$ cat src/rtl/rclk_pkg.sv
/*
 * Package for the reference clock output gating block: port count, strap
 * and request levels, and the grouped pin struct.
 * Assumes one 50 MHz system clock and pins synchronous to it.
 */
package rclk_pkg;
	// ==========================================================
	// Geometry and levels
	localparam int RCLK_NUM_OUT = 4;
	localparam int RCLK_UP_IDX = 0;
	localparam int RCLK_CTRL_WIDTH = 8;
	localparam logic [7:0] RCLK_CTRL_RESET = 8'h00;
	localparam logic RCLK_STRAP_PD = 1'b1;
	localparam logic RCLK_REQ_ACTIVE = 1'b0;

	// ==========================================================
	// Open-drain request pin: input level, driven value, enable low = drive.
	typedef struct packed {
		logic level;
		logic drive;
		logic oeN;
	} rclk_od_pin_t;

	typedef enum logic [2:0] {
		RCLK_ST_BYPASS = 3'b001,
		RCLK_ST_GATING = 3'b010,
		RCLK_ST_STARTUP = 3'b100
	} rclk_state_t;
endpackage

$ cat src/rtl/rclk_out_gate.sv
/*
 * One reference clock output gate: the enable is the AND of the buffer
 * enable, the configured control bit, the request pin and the port status.
 * Assumes all inputs are synchronous to sys_clk.
 */
module rclk_out_gate (
	// Clock and reset
	input wire logic sys_clk,
	input wire logic rstn,
	// Gating terms
	input wire logic bufEnable,
	input wire logic ctrlEnable,
	input wire logic clockRequestN,
	input wire logic portStatusNeedsClk,
	// Result
	output logic outEnable
);
	import rclk_pkg::*;

	// Registered so the output never glitches on request edges.
	always_ff @(posedge sys_clk or negedge rstn) begin
		if (!rstn) begin
			outEnable <= 1'b0;
		end else begin
			outEnable <= bufEnable && ctrlEnable && portStatusNeedsClk
				&& (clockRequestN == RCLK_REQ_ACTIVE);
		end
	end

	a_gate_follow: assert property (@(posedge sys_clk) disable iff (!rstn)
		(bufEnable && ctrlEnable && portStatusNeedsClk && !clockRequestN)
		|=> outEnable)
		else $error("gate did not open when all terms asked");
	a_gate_release: assert property (@(posedge sys_clk) disable iff (!rstn)
		clockRequestN |=> !outEnable)
		else $error("gate stayed open with request released");
endmodule

$ cat src/rtl/rclk_gating_top.sv
/*
 * Reference clock output gating for a four-output buffer in a four-port
 * switch. Merges downstream clock requests onto the upstream request line.
 * Assumes the board pulls every request line high and the strap is static.
 */

module rclk_gating_top #(
	parameter int NUM_OUT = rclk_pkg::RCLK_NUM_OUT,
	parameter int CTRL_WIDTH = rclk_pkg::RCLK_CTRL_WIDTH
) (
	// Clock and reset
	input wire logic sys_clk,
	input wire logic rstn,
	// Strap and configuration
	input wire logic clockBufferPowerdownStrap,
	input wire logic [rclk_pkg::RCLK_CTRL_WIDTH-1:0] clockBufferCtrl,
	input wire logic [rclk_pkg::RCLK_NUM_OUT-1:0] portClockStatus,
	// Request pins
	input wire logic [rclk_pkg::RCLK_NUM_OUT-1:1] clockRequestN,
	input wire logic upClockRequestLevel,
	output logic upClockRequestDrive,
	output logic upClockRequestOeN,
	// Clock outputs
	output logic [rclk_pkg::RCLK_NUM_OUT-1:0] bufferedRefclkOutEn,
	output logic bufferEnable,
	output logic coreRefclkFromBuffer
);
	import rclk_pkg::*;

	// ==========================================================
	// Strap capture and buffer mode
	rclk_state_t state_reg;
	logic strap_reg;
	logic anyDownReq;
	logic [RCLK_NUM_OUT-1:0] reqLevels;
	rclk_od_pin_t upPin;

	// A request line asks for its clock when someone pulls it to the active level.
	function automatic logic lineAsks(input logic lineN);
		return lineN == RCLK_REQ_ACTIVE;
	endfunction

	// The strap is caught after reset release, never loaded under reset.
	// It is a board level, so the extra flop guards against a slow power-up edge;
	// the price is a lag of two cycles on every mode change.
	always_ff @(posedge sys_clk or negedge rstn) begin
		if (!rstn) begin
			state_reg <= RCLK_ST_STARTUP;
			strap_reg <= RCLK_STRAP_PD;
		end else begin
			strap_reg <= clockBufferPowerdownStrap;
			case (state_reg)
				RCLK_ST_STARTUP: begin
					// The strap flop still holds its reset value here, so the buffer
					// stays off until a real strap sample has been taken.
					state_reg <= RCLK_ST_BYPASS;
				end
				RCLK_ST_GATING, RCLK_ST_BYPASS: begin
					if (strap_reg == RCLK_STRAP_PD) begin
						state_reg <= RCLK_ST_BYPASS;
					end else begin
						state_reg <= RCLK_ST_GATING;
					end
				end
				default: begin
					state_reg <= RCLK_ST_STARTUP;
				end
			endcase
		end
	end

	assign bufferEnable = (state_reg == RCLK_ST_GATING);
	// In bypass the core must take its own external pair.
	assign coreRefclkFromBuffer = bufferEnable;

	// ==========================================================
	// Upstream request merge, open drain
	assign anyDownReq = |(~clockRequestN);
	// Registering the enable costs a cycle but keeps a glitch on one downstream
	// pin from pulsing the line that is shared with the root.
	always_ff @(posedge sys_clk or negedge rstn) begin
		if (!rstn) begin
			upClockRequestOeN <= 1'b1;
		end else begin
			upClockRequestOeN <= !anyDownReq;
		end
	end
	// Open drain: the pin value is always low, only the enable moves.
	assign upPin = '{level: upClockRequestLevel, drive: 1'b0, oeN: upClockRequestOeN};
	assign upClockRequestDrive = upPin.drive;

	// ==========================================================
	// Per-output gates
	// Output 0 follows the wired level, so a downstream request reaches it one
	// cycle after line 0 falls: two cycles in all.
	// Bits 4 to 7 of the control field are spare and ignored.
	assign reqLevels = {clockRequestN, upPin.level};
	genvar gi;
	generate
		for (gi = 0; gi < RCLK_NUM_OUT; gi++) begin : gGate
			// Output 0 feeds the switch core, the rest the downstream ports.
			rclk_out_gate uGate (
				.sys_clk(sys_clk),
				.rstn(rstn),
				.bufEnable(bufferEnable),
				.ctrlEnable(!clockBufferCtrl[gi]),
				.clockRequestN(reqLevels[gi]),
				.portStatusNeedsClk(portClockStatus[gi]),
				.outEnable(bufferedRefclkOutEn[gi])
			);
		end
	endgenerate

	// ==========================================================
	// Checks
	// Assertions watch what this block drives; the line 0 level belongs to the
	// board, so none of them predicts it.
	a_merge_drive: assert property (@(posedge sys_clk) disable iff (!rstn)
		anyDownReq |=> !upClockRequestOeN)
		else $error("upstream request not pulled low");
	a_merge_release: assert property (@(posedge sys_clk) disable iff (!rstn)
		(&clockRequestN) |=> upClockRequestOeN)
		else $error("upstream request held low with all released");
	a_drive_low: assert property (@(posedge sys_clk) disable iff (!rstn)
		!upClockRequestOeN |-> !upClockRequestDrive)
		else $error("upstream request driven high");
	a_strap_off: assert property (@(posedge sys_clk) disable iff (!rstn)
		(clockBufferPowerdownStrap == RCLK_STRAP_PD) [*2] |=> !bufferEnable)
		else $error("buffer enabled with strap high");
	a_strap_on: assert property (@(posedge sys_clk) disable iff (!rstn)
		(clockBufferPowerdownStrap != RCLK_STRAP_PD) [*3] |-> bufferEnable)
		else $error("buffer disabled with strap low");
	a_up_stop: assert property (@(posedge sys_clk) disable iff (!rstn)
		upClockRequestLevel |=> !bufferedRefclkOutEn[0])
		else $error("output 0 running with line 0 high");
	a_ctrl_off: assert property (@(posedge sys_clk) disable iff (!rstn)
		clockBufferCtrl[1] |=> !bufferedRefclkOutEn[1])
		else $error("output 1 running while switched off");
	a_down_stop: assert property (@(posedge sys_clk) disable iff (!rstn)
		clockRequestN[3] |=> !bufferedRefclkOutEn[3])
		else $error("output 3 running with request released");
	a_bypass_core: assert property (@(posedge sys_clk) disable iff (!rstn)
		!bufferEnable |=> (bufferedRefclkOutEn == '0))
		else $error("output running with buffer disabled");

	a_core_follow: assert property (@(posedge sys_clk) disable iff (!rstn)
		coreRefclkFromBuffer == bufferEnable)
		else $error("core clock source disagrees with buffer mode");
	a_startup_off: assert property (@(posedge sys_clk) disable iff (!rstn)
		(state_reg == RCLK_ST_STARTUP) |=> !bufferEnable)
		else $error("buffer enabled before the strap was sampled");
	a_state_onehot: assert property (@(posedge sys_clk) disable iff (!rstn)
		$onehot(state_reg))
		else $error("mode state lost its one-hot code");
	a_down_cause: assert property (@(posedge sys_clk) disable iff (!rstn)
		!upClockRequestOeN |-> $past(anyDownReq))
		else $error("upstream request pulled low with no downstream request");

	// Mode checks on the sampled strap; only a_mode_off covers the startup state.
	a_mode_on: assert property (@(posedge sys_clk) disable iff (!rstn)
		((state_reg != RCLK_ST_STARTUP) && (strap_reg != RCLK_STRAP_PD)) |=> bufferEnable)
		else $error("buffer stayed off with sampled strap low");
	a_mode_off: assert property (@(posedge sys_clk) disable iff (!rstn)
		(strap_reg == RCLK_STRAP_PD) |=> !bufferEnable)
		else $error("buffer turned on with sampled strap high");
	a_mode_hold: assert property (@(posedge sys_clk) disable iff (!rstn)
		((state_reg == RCLK_ST_BYPASS) && (strap_reg == RCLK_STRAP_PD))
		|=> (state_reg == RCLK_ST_BYPASS))
		else $error("bypass mode left with sampled strap high");

	c_down_run: cover property (@(posedge sys_clk) disable iff (!rstn)
		bufferedRefclkOutEn[1] ##1 !bufferedRefclkOutEn[1]);
	c_up_merge: cover property (@(posedge sys_clk) disable iff (!rstn)
		!upClockRequestOeN ##1 upClockRequestOeN);
	c_bypass: cover property (@(posedge sys_clk) disable iff (!rstn)
		state_reg == RCLK_ST_BYPASS);
	c_strap_off: cover property (@(posedge sys_clk) disable iff (!rstn)
		bufferEnable ##1 !bufferEnable);
	c_out0_root: cover property (@(posedge sys_clk) disable iff (!rstn)
		bufferedRefclkOutEn[RCLK_UP_IDX] && upPin.oeN);

	// ==========================================================
	// Per-output checks
	// The same checks for every output pair, each against its own line.
	generate
		for (gi = 0; gi < RCLK_NUM_OUT; gi++) begin : gCheck
			a_ctrl_each: assert property (@(posedge sys_clk) disable iff (!rstn)
				clockBufferCtrl[gi] |=> !bufferedRefclkOutEn[gi])
				else $error("output running while its control bit is set");

			a_status_each: assert property (@(posedge sys_clk) disable iff (!rstn)
				!portClockStatus[gi] |=> !bufferedRefclkOutEn[gi])
				else $error("output running without port clock status");

			// Output 0 is judged on the line level, not on the downstream requests.
			a_req_start: assert property (@(posedge sys_clk) disable iff (!rstn)
				(bufferEnable && !clockBufferCtrl[gi] && portClockStatus[gi]
				&& lineAsks(reqLevels[gi])) |=> bufferedRefclkOutEn[gi])
				else $error("requested output did not start");

			a_req_stop: assert property (@(posedge sys_clk) disable iff (!rstn)
				!lineAsks(reqLevels[gi]) |=> !bufferedRefclkOutEn[gi])
				else $error("output running with its request line released");

			a_buf_each: assert property (@(posedge sys_clk) disable iff (!rstn)
				!bufferEnable |=> !bufferedRefclkOutEn[gi])
				else $error("output running while the buffer is off");
		end
	endgenerate
endmodule

$ cat config.mk
export PLATFORM = sky130hd
export DESIGN_NAME = rclk_gating_top
export DESIGN_NICKNAME = d
export VERILOG_FILES = /design/src/rtl/rclk_pkg.sv /design/src/rtl/rclk_out_gate.sv /design/src/rtl/rclk_gating_top.sv
export SDC_FILE = /design/constraint.sdc
export NUM_CORES = 1
export LEC_CHECK = 0
export BUFFER_PORTS_ARGS = -buffer_cell sky130_fd_sc_hd__buf_4
export CAP_MARGIN = 20
export CORE_AREA = 5 5 42 44
export CTS_CLUSTER_DIAMETER = 40
export DETAILED_ROUTE_END_ITERATION = 7
export DIE_AREA = 0 0 47 49
export GPL_TIMING_DRIVEN = 1
export PLACE_DENSITY = 0.75
export SLEW_MARGIN = 10
export SYNTH_ARGS = -nofsm -noshare
export SYNTH_HDL_FRONTEND = slang
export SYNTH_SLANG_ARGS = --single-unit
export TNS_END_PERCENT = 20
$ cat constraint.sdc
create_clock -name sys_clk -period 2.12 [get_ports sys_clk]
set_input_delay 0.636 -clock sys_clk [delete_from_list [all_inputs] [get_ports sys_clk]]
set_output_delay 0.636 -clock sys_clk [all_outputs]
set_load 0.1 [all_outputs]
==> flow_summary.yaml, run 1 <==
finish:
  final-instance-count-excl-fill: 69
  post_route_cells_drive_above_1_share_pct: 73.6
  largest_register_ffs: 4
  area.growth.synth_to_final_pct: 45.5
  most-common-layout-cells: "sky130_fd_sc_hd__buf_4 (23), sky130_fd_sc_hd__dfrtp_1 (5), sky130_fd_sc_hd__nor4b_4 (4), sky130_fd_sc_hd__clkbuf_4 (3), sky130_fd_sc_hd__dfstp_2 (3)"
  final_area_um2: 672
  fin_util_pct: 47.9
  multi_input_comb_area_um2: 175
  seq_area_um2: 230
  mostFrequentLayoutCell: "sky130_fd_sc_hd__buf_4"
  layout.nets: 73
  fillers: 142
  antenna_diode_instance_count: 0
route:
  drtAntennaViolNets: 0
  vias_per_cell: 4.43
  vias: 306
  drtIter0Drc: 2
  detail_route.first_pass.iterations: 2
  routed_wire_length_per_instance_um: 13.3
  detail_route.drc_violations: 0
  detail_route.wirelength_um: 916
grt:
  globalRouteTotalUtil_pct: 9.47
  grt.overflow.total: 0
  grt_pass1_vias: 338
  wire_length_of_the_first_global_routing_pass_um: 1500
  grt_max_degree: 10
  grt_antenna_before_repair: 0
sta:
  max_clock_freq_mhz: 485
  timing.clock.skew_ns: 0.00334
  maxSlewViolCount: 0
  final.period_utilization_pct: 97.2
  hold_violations_final: 0
  setup_failing_eps_final: 0
  finalCriticalPeriod_ns: 2.06
yosys:
  seq_area_frac_synth_pct: 49.6
  synth-compound-area-share_pct: 3.52
  ys_ff_latch: 9
  synth-adder-area-share_pct: 0
  netlist_top_cells_area: "sky130_fd_sc_hd__dfrtp_1 (33%), sky130_fd_sc_hd__nor4b_4 (21%), sky130_fd_sc_hd__dfstp_2 (17%)"
  synthSimpleGateAreaFrac_pct: 29.3
  synth_top_family_by_area: "simple AND/OR/NAND/NOR gates"
  syn_area_per_cell_um2: 14.9
  synth.lib_cells_used.distinct: 15
  synthesis.instances: 31
  yosysWarnings: 0
  synth.largest_area_cell: "sky130_fd_sc_hd__dfrtp_1"
  synthMuxAreaShare_pct: 0
  post_synth_xor_area_fraction_pct: 3.79
  syn-cell-area_um2: 462
  area_fraction_of_the_dominant_cell_type_after_synthesis_pct: 32.5
  synth_nets: 50
setup_path:
  setup.worst_path.end_class: "primary output"
  cp_slowest_cell: "sky130_fd_sc_hd__or3b_4"
  timing.critical_path.max_delay_family: "simple AND/OR/NAND/NOR gates"
  slowest_delay_ns: 0.43
  cp.arrival_ns: 1.43
  criticalPathCategory: "flip-flop to primary output"
  worst_path_cell_trace: "or3b_4 > clkinvlp_4 > buf_12"
  crit_fanout: 5
  number_of_buffers_and_inverters_on_the_critical_path: 2
  critPathLaunchType: "flip-flop"
  worstPathRequired_ns: 1.48
  r2r_slack_ns: 0.71
flow_run:
  max_cap_violation_count: 0
floorplanning:
  die_area_um2: 2300
  initial_utilization_pct: 32.9
  die_y_um: 49
  core_footprint_um2: 1400
  ios: 27
  die_w_um: 47
  fp-row-count: 14
clocking:
  cts.reportedPaths.clkPinSlew_ns: 0.06
  ctsRootBufferMaster: "sky130_fd_sc_hd__clkbuf_4"
  clk-insertion-delay-late_ns: 0.25
  clock_path_buffers: 2
  tritoncts_num_sinks: 9
  tritoncts.num_buffers: 3
  max_h_tree_level: 1
  hold_buffers: 0
  tritoncts: "done"
pwr:
  irDropWorstVdd_v: 0.000428
  p_leak_nw: 0.321
  power_density_nw_per_um2: 941
place:
  gpl.final_weighted_congestion: 0.653
  total_placed_instance_area_um2: 594
  buffer_ports.inserted: 21
  place.detailed.instances: 62
run_status:
  status: "complete, no violations"
min_path:
  hold_class: "primary input to asynchronous set/reset pin"
through the flow:
step	TNS, ns	hold WS, ns	power (mW)	setup slack (ns)
final	0	0.192	0.632	0.0588
after global routing	-0.0144	0.177	0.677	-0.00745
after CTS	-0.0290	0.185	0.594	-0.0148
after detailed placement	0	0.463	0.459	0.226
after global placement	0	0.462	0.451	0.244
after floorplan	-0.116	0.340	0.414	-0.116
what timing repair did:
item	in CTS	in global routing
setup buffers	0	3
gates resized for setup	2	6
endpoints found under the setup margin	2	2
hold endpoints to repair	0	0
layer usage:
| metal | wire [um] | up-vias | GRT usage [%] |
|---|---|---|---|
| met5 | 0 | - | 0 |
| met4 | 18 | 0 | 5.53 |
| met3 | 79 | 2 | 5.90 |
| met2 | 513 | 13 | 14.7 |
| met1 | 305 | 146 | 9.11 |
| li1 | - | 145 | - |
path summary, 6_finish.rpt:
| path | from | endpoint | cells past startpoint |
|---|---|---|---|
| worst max-delay path | state_reg[1] | bufferEnable | 3 |
| worst min-delay path | rstn | state_reg[1] | 1 |
| worst max register to register | state_reg[2] | state_reg[0] | 4 |
| worst min register to register | strap_reg | state_reg[1] | 1 |
| max in group asynchronous | rstn | strap_reg | 1 |
| min in group sys_clk | clockBufferPowerdownStrap | strap_reg | 1 |
kinds of logic (layout without fill, tap and decap cells):
kind of cell    after synthesis  in the layout
flops                         9              9
buf+inv                       8             30
other cells                   1              1
compound gates                2              2
xor+xnor                      2              2
simple gates                  9              9
power breakdown:
group	internal (mW)	switching, mW	leakage, nW
registers	0.212	0.0325	0.112
logic	0.136	0.126	0.194
clock network	0.0721	0.0538	0.0150
Yosys cell counts, drive strengths merged:
| cell type | number |
|---|---|
| o21a | 1 |
| and3 | 1 |
| or3b | 1 |
| dfrtp | 6 |
| buf | 7 |
| and4bb | 1 |
| inv | 1 |
| conb | 1 |
| nor4b | 4 |
| a211o | 1 |
| dfstp | 3 |
| nor3b | 1 |
| nor3 | 1 |
| xnor2 | 2 |
layout make-up:
| type | count | share of cell area [%] |
|---|---|---|
| Inverter | 1 | 1.12 |
| Tap cell | 16 | 2.98 |
| Clock buffer | 4 | 3.91 |
| Sequential cell | 9 | 34.3 |
| Timing Repair Buffer | 25 | 31.7 |
| Multi-Input combinational cell | 14 | 26.1 |
Note: power is estimated with default switching activity, not from simulation.
==> inputs of run 2 (changes only) <==
==> constraint.sdc (replaced) <==
create_clock -name sys_clk -period 2.5 [get_ports sys_clk]
set_input_delay 0.75 -clock sys_clk [delete_from_list [all_inputs] [get_ports sys_clk]]
set_output_delay 0.75 -clock sys_clk [all_outputs]
set_load 0.1 [all_outputs]
==> run 2 against run 1 <==
Effect of this change: wire length down 13%; non-clock buffer count down 3; clock-buffer cell count unchanged; global-route usage down 1.5 points; hold slack better by 0.11 ns; combinational power down 32%; total power down 22%; worst setup slack better by 0.17 ns; largest cell class unchanged.
==> flow_summary.yaml, run 2 (synthesis results as in run 1) <==
run_status:
  status: "complete, no violations"
min_path:
  hold_class: "primary input to asynchronous set/reset pin"
finish:
  most-common-layout-cells: "sky130_fd_sc_hd__buf_4 (22), sky130_fd_sc_hd__dfrtp_1 (6), sky130_fd_sc_hd__nor4b_4 (4), sky130_fd_sc_hd__clkbuf_4 (3), sky130_fd_sc_hd__dfstp_2 (3)"
  multi_input_comb_area_um2: 173
  fin_util_pct: 44.3
  antenna_diode_instance_count: 0
  seq_area_um2: 229
  largest_register_ffs: 4
  area.growth.synth_to_final_pct: 34.4
  fillers: 141
  post_route_cells_drive_above_1_share_pct: 68.0
  mostFrequentLayoutCell: "sky130_fd_sc_hd__buf_4"
  layout.nets: 70
floorplanning:
  die_y_um: 49
  core_footprint_um2: 1400
  die_w_um: 47
  initial_utilization_pct: 32.9
  die_area_um2: 2300
  fp-row-count: 14
  ios: 27
pwr:
  irDropWorstVdd_v: 0.000384
  switching_share_pct: 35.3
  power_switching_mw: 0.175
  power_density_nw_per_um2: 798
  internal_power_mw: 0.320
  clock_power_share_pct: 22.1
  pwr-share-seq_pct: 42.0
  comb_power_share_pct: 35.9
  p_leak_nw: 0.299
sta:
  finalCriticalPeriod_ns: 2.27
  timing.clock.skew_ns: 0.00460
  final.period_utilization_pct: 90.8
  setup_failing_eps_final: 0
  maxSlewViolCount: 0
  final.setup.worst_slack_ns: 0.230
  fin_tns_setup_ns: 0
  max_clock_freq_mhz: 440
  hold_violations_final: 0
  grt_setup_unrepaired: "false"
route:
  route.layer.met1.wl_um: 311
  vias_per_cell: 4.42
  wl_met3_um: 80
  detail_route.wirelength_um: 798
  routed_wire_length_per_instance_um: 12.1
  detail_route.first_pass.iterations: 4
  vias: 292
  detail_route.drc_violations: 0
  detailroute.wirelength.met2_um: 406
  drtIter0Drc: 2
  drtAntennaViolNets: 0
  top_layer_used: "met3"
setup_path:
  cp.arrival_ns: 1.52
  setup.worst_path.end_class: "primary output"
  critPathLaunchType: "flip-flop"
  criticalPathCategory: "flip-flop to primary output"
  crit_fanout: 5
  timing.reg2reg.worst_path_depth: 3
  r2r_end: "gGate[2].uGate.outEnable"
  reg2reg_from: "state_reg[0]"
  r2r_slack_ns: 1.09
  worstPathRequired_ns: 1.75
clocking:
  hold_buffers: 0
  clk-insertion-delay-late_ns: 0.25
  tritoncts: "done"
  max_h_tree_level: 1
  tritoncts_num_sinks: 9
  clock_path_buffers: 2
  postCtsSetupBuffers: 0
  tritoncts.num_buffers: 3
  ctsRootBufferMaster: "sky130_fd_sc_hd__clkbuf_4"
  cts.reportedPaths.clkPinSlew_ns: 0.06
  cts_resized: 0
grt:
  globalRouteTotalUtil_pct: 7.96
  wire_length_of_the_first_global_routing_pass_um: 1310
  grt_max_degree: 10
  grt_antenna_before_repair: 0
  grt.overflow.total: 0
  grt_pass1_vias: 295
place:
  gpl.final_weighted_congestion: 0.650
  place_worst_setup_slack_ns: 0.501
  buffer_ports.inserted: 21
flow_run:
  max_cap_violation_count: 0
run 2: through the flow:
step                      instance area (um^2)  total power, mW  hold WS, ns  instances
after floorplan                            465            0.349        0.454         31
after global placement                     594            0.383        0.553         62
after detailed placement                   594            0.390        0.568         62
after CTS                                  621            0.504        0.301         66
after global routing                       621            0.530        0.296         66
final                                      621            0.495        0.304         66
run 2: layout make-up:
type,count,area share (%)
multi-input combinational,14,27.8
inverter,1,1.21
tap,16,3.23
clock buffer,4,4.23
timing repair buffer,22,26.6
sequential,9,36.9
run 2: critical path, stage by stage, from the launching register on:
cell	delay, ns
sky130_fd_sc_hd__dfrtp_1	0.43
sky130_fd_sc_hd__or3b_1	0.45
sky130_fd_sc_hd__clkinvlp_4	0.11
sky130_fd_sc_hd__buf_4	0.28
run 2: worst max path at each step:
stage                     cells past startpoint  slack (ns)          from                    to
after floorplan                               4        0.09  state_reg[0]  coreRefclkFromBuffer
after CTS                                     3        0.21  state_reg[0]  coreRefclkFromBuffer
after global routing                          3        0.16  state_reg[0]  coreRefclkFromBuffer
after detailed placement                      3        0.50  state_reg[0]          bufferEnable
after global placement                        3        0.51  state_reg[0]          bufferEnable
final                                         3        0.23  state_reg[0]          bufferEnable
run 2: power by group through the flow:
stage / Clock, mW / Sequential [mW] / Combinational (mW)
floorplan: 0 / 0.208 / 0.141
global placement: 0 / 0.208 / 0.175
detailed placement: 0 / 0.211 / 0.180
CTS: 0.115 / 0.208 / 0.180
global route: 0.126 / 0.213 / 0.191
finish: 0.109 / 0.208 / 0.178
run 2: per-layer routing:
layer,vias up,track usage [%]
met4,0,5.53
met1,138,10.9
met5,-,0
met3,0,2.21
met2,14,10.4
li1,140,-
==> inputs of run 3 (changes only) <==
==> constraint.sdc (replaced) <==
create_clock -name sys_clk -period 2.5 [get_ports sys_clk]
set_input_delay 0.375 -clock sys_clk [delete_from_list [all_inputs] [get_ports sys_clk]]
set_output_delay 0.375 -clock sys_clk [all_outputs]
set_load 0.1 [all_outputs]
==> run 3 against run 2 <==
Effect of this change: combinational power fell by 3%; global-route usage rose by 0.56 points; worst setup slack improved by 0.13 ns; largest power group unchanged; via count rose by 3.4%; highest routed layer is now met4; clock power barely moved; critical path type unchanged; final area fell by 0.20%.
==> flow_summary.yaml, run 3 (synthesis results as in run 1) <==
finish:
  final_area_um2: 619
  mostFrequentLayoutCell: "sky130_fd_sc_hd__buf_4"
  post_route_cells_drive_above_1_share_pct: 64.0
  most-common-layout-cells: "sky130_fd_sc_hd__buf_4 (21), sky130_fd_sc_hd__dfrtp_1 (6), sky130_fd_sc_hd__nor4b_4 (4), sky130_fd_sc_hd__clkbuf_4 (3), sky130_fd_sc_hd__dfstp_2 (3)"
  area.growth.synth_to_final_pct: 34.1
  layout.nets: 70
  antenna_diode_instance_count: 0
  largest_register_ffs: 4
clocking:
  tritoncts: "done"
  max_h_tree_level: 1
  clk-insertion-delay-late_ns: 0.25
  tritoncts.num_buffers: 3
  ctsRootBufferMaster: "sky130_fd_sc_hd__clkbuf_4"
  tritoncts_num_sinks: 9
  postCtsSetupBuffers: 0
  cts.reportedPaths.clkPinSlew_ns: 0.06
  clock_path_buffers: 2
sta:
  timing.clock.skew_ns: 0.00451
  final.period_utilization_pct: 85.5
  grt_setup_unrepaired: "false"
  hold-worst-slack_ns: 0.236
  fin_tns_setup_ns: 0
  hold_violations_final: 0
  setup_failing_eps_final: 0
  finalCriticalPeriod_ns: 2.14
  max_clock_freq_mhz: 468
  maxSlewViolCount: 0
setup_path:
  timing.reg2reg.worst_path_depth: 3
  worstPathRequired_ns: 2.12
  slowest_delay_ns: 0.59
  cp_slowest_cell: "sky130_fd_sc_hd__or3b_1"
  reg2reg_from: "state_reg[2]"
  critPathLaunchType: "flip-flop"
  timing.critical_path.max_delay_family: "simple AND/OR/NAND/NOR gates"
  worst_path_cell_trace: "or3b_1 > inv_1 > buf_4"
  criticalPathCategory: "flip-flop to primary output"
  cp.arrival_ns: 1.76
  number_of_buffers_and_inverters_on_the_critical_path: 2
  setup.worst_path.end_class: "primary output"
  r2r_end: "state_reg[0]"
  r2r_slack_ns: 0.97
  crit_fanout: 6
  worstSetupStartpoint: "state_reg[0]"
grt:
  grt_pass1_vias: 343
  wire_length_of_the_first_global_routing_pass_um: 1380
  grt_antenna_before_repair: 0
  grt_max_degree: 10
  grt.overflow.total: 0
  globalRouteTotalUtil_pct: 8.52
pwr:
  comb_power_share_pct: 35.4
  power_density_nw_per_um2: 790
  clock_power_share_pct: 22.3
  power_switching_mw: 0.171
  switching_share_pct: 35.0
  p_leak_nw: 0.309
  internal_power_mw: 0.318
  pwr-share-seq_pct: 42.4
  irDropWorstVdd_v: 0.000299
min_path:
  hold_path.startpoint: "clockBufferPowerdownStrap"
  hold_class: "primary input to flip-flop"
  whs_endpoint: "strap_reg"
  worst_hold_path.num_cells: 1
route:
  drtAntennaViolNets: 0
  detail_route.wirelength_um: 850
  drtIter0Drc: 1
  detail_route.first_pass.iterations: 2
  routed_wire_length_per_instance_um: 12.9
  vias_per_cell: 4.58
  detail_route.drc_violations: 0
  vias: 302
floorplanning:
  die_w_um: 47
  ios: 27
  die_area_um2: 2300
  core_footprint_um2: 1400
  initial_utilization_pct: 32.9
  die_y_um: 49
  fp-row-count: 14
place:
  gpl.final_weighted_congestion: 0.679
  buffer_ports.inserted: 21
  total_placed_instance_area_um2: 583
flow_run:
  max_cap_violation_count: 0
run_status:
  status: "complete, no violations"
## run 3: changes by cell type in the layout (fill, tap and decap cells not counted), sizes merged
| cell | before | now |
|---|---|---|
| clkinvlp | 1 | 0 |
| dlygate4sd3 | 0 | 1 |
| inv | 0 | 1 |
| buf | 22 | 21 |
## run 3: timing repair
action                     in CTS  in global routing
gates resized for setup         0                  0
hold buffers                    1                  0
setup endpoints to repair       0                  0
hold endpoints to repair        6                  0
## run 3: worst max-delay path by stage
stage                                       to  slack, ns  cells after the start
after floorplan           coreRefclkFromBuffer       0.13                      4
after global placement            bufferEnable       0.65                      3
after detailed placement          bufferEnable       0.63                      3
after CTS                         bufferEnable       0.34                      3
after global routing      coreRefclkFromBuffer       0.29                      3
final                             bufferEnable       0.36                      3
## run 3: per-stage QoR
| step | util [%] | instances | power [mW] | worst slack [ns] |
|---|---|---|---|---|
| 3_3_place_gp | 41.6 | 61 | 0.378 | 0.650 |
| 3_5_place_dp | 41.6 | 61 | 0.384 | 0.633 |
| 5_1_grt | 44.2 | 66 | 0.515 | 0.289 |
| 2_1_floorplan | - | 31 | 0.347 | 0.135 |
| 6_report | 44.2 | 66 | 0.489 | 0.363 |
| 4_1_cts | 44.2 | 66 | 0.498 | 0.341 |
## run 3: final cells by class
class,instances,area (um^2)
clock buffers,4,26.3
fillers,140,782
inverters,1,3.75
multi-input cells,14,173
flip-flops and latches,9,229
well taps,16,20.0
repair buffers,22,168
## run 3: layer usage
metal,up-vias,GRT usage (%),routed length [um]
met2,13,13.8,467
met1,148,9.03,302
met4,0,6.91,23
met5,-,0,0
met3,2,1.48,57
li1,139,-,-
## run 3: worst register-to-register path, stage by stage, from the launching register on
cell and delay, ns:
sky130_fd_sc_hd__dfstp_2 0.56, sky130_fd_sc_hd__or3b_1 0.40, sky130_fd_sc_hd__inv_1 0.14, sky130_fd_sc_hd__a211o_1 0.31
## run 3: power groups by stage
stage / Clock [mW] / Combinational [mW] / Sequential, mW
4_1_cts: 0.115 / 0.176 / 0.207
2_1_floorplan: 0 / 0.139 / 0.208
3_3_place_gp: 0 / 0.170 / 0.207
6_report: 0.109 / 0.173 / 0.207
3_5_place_dp: 0 / 0.175 / 0.210
5_1_grt: 0.121 / 0.183 / 0.211
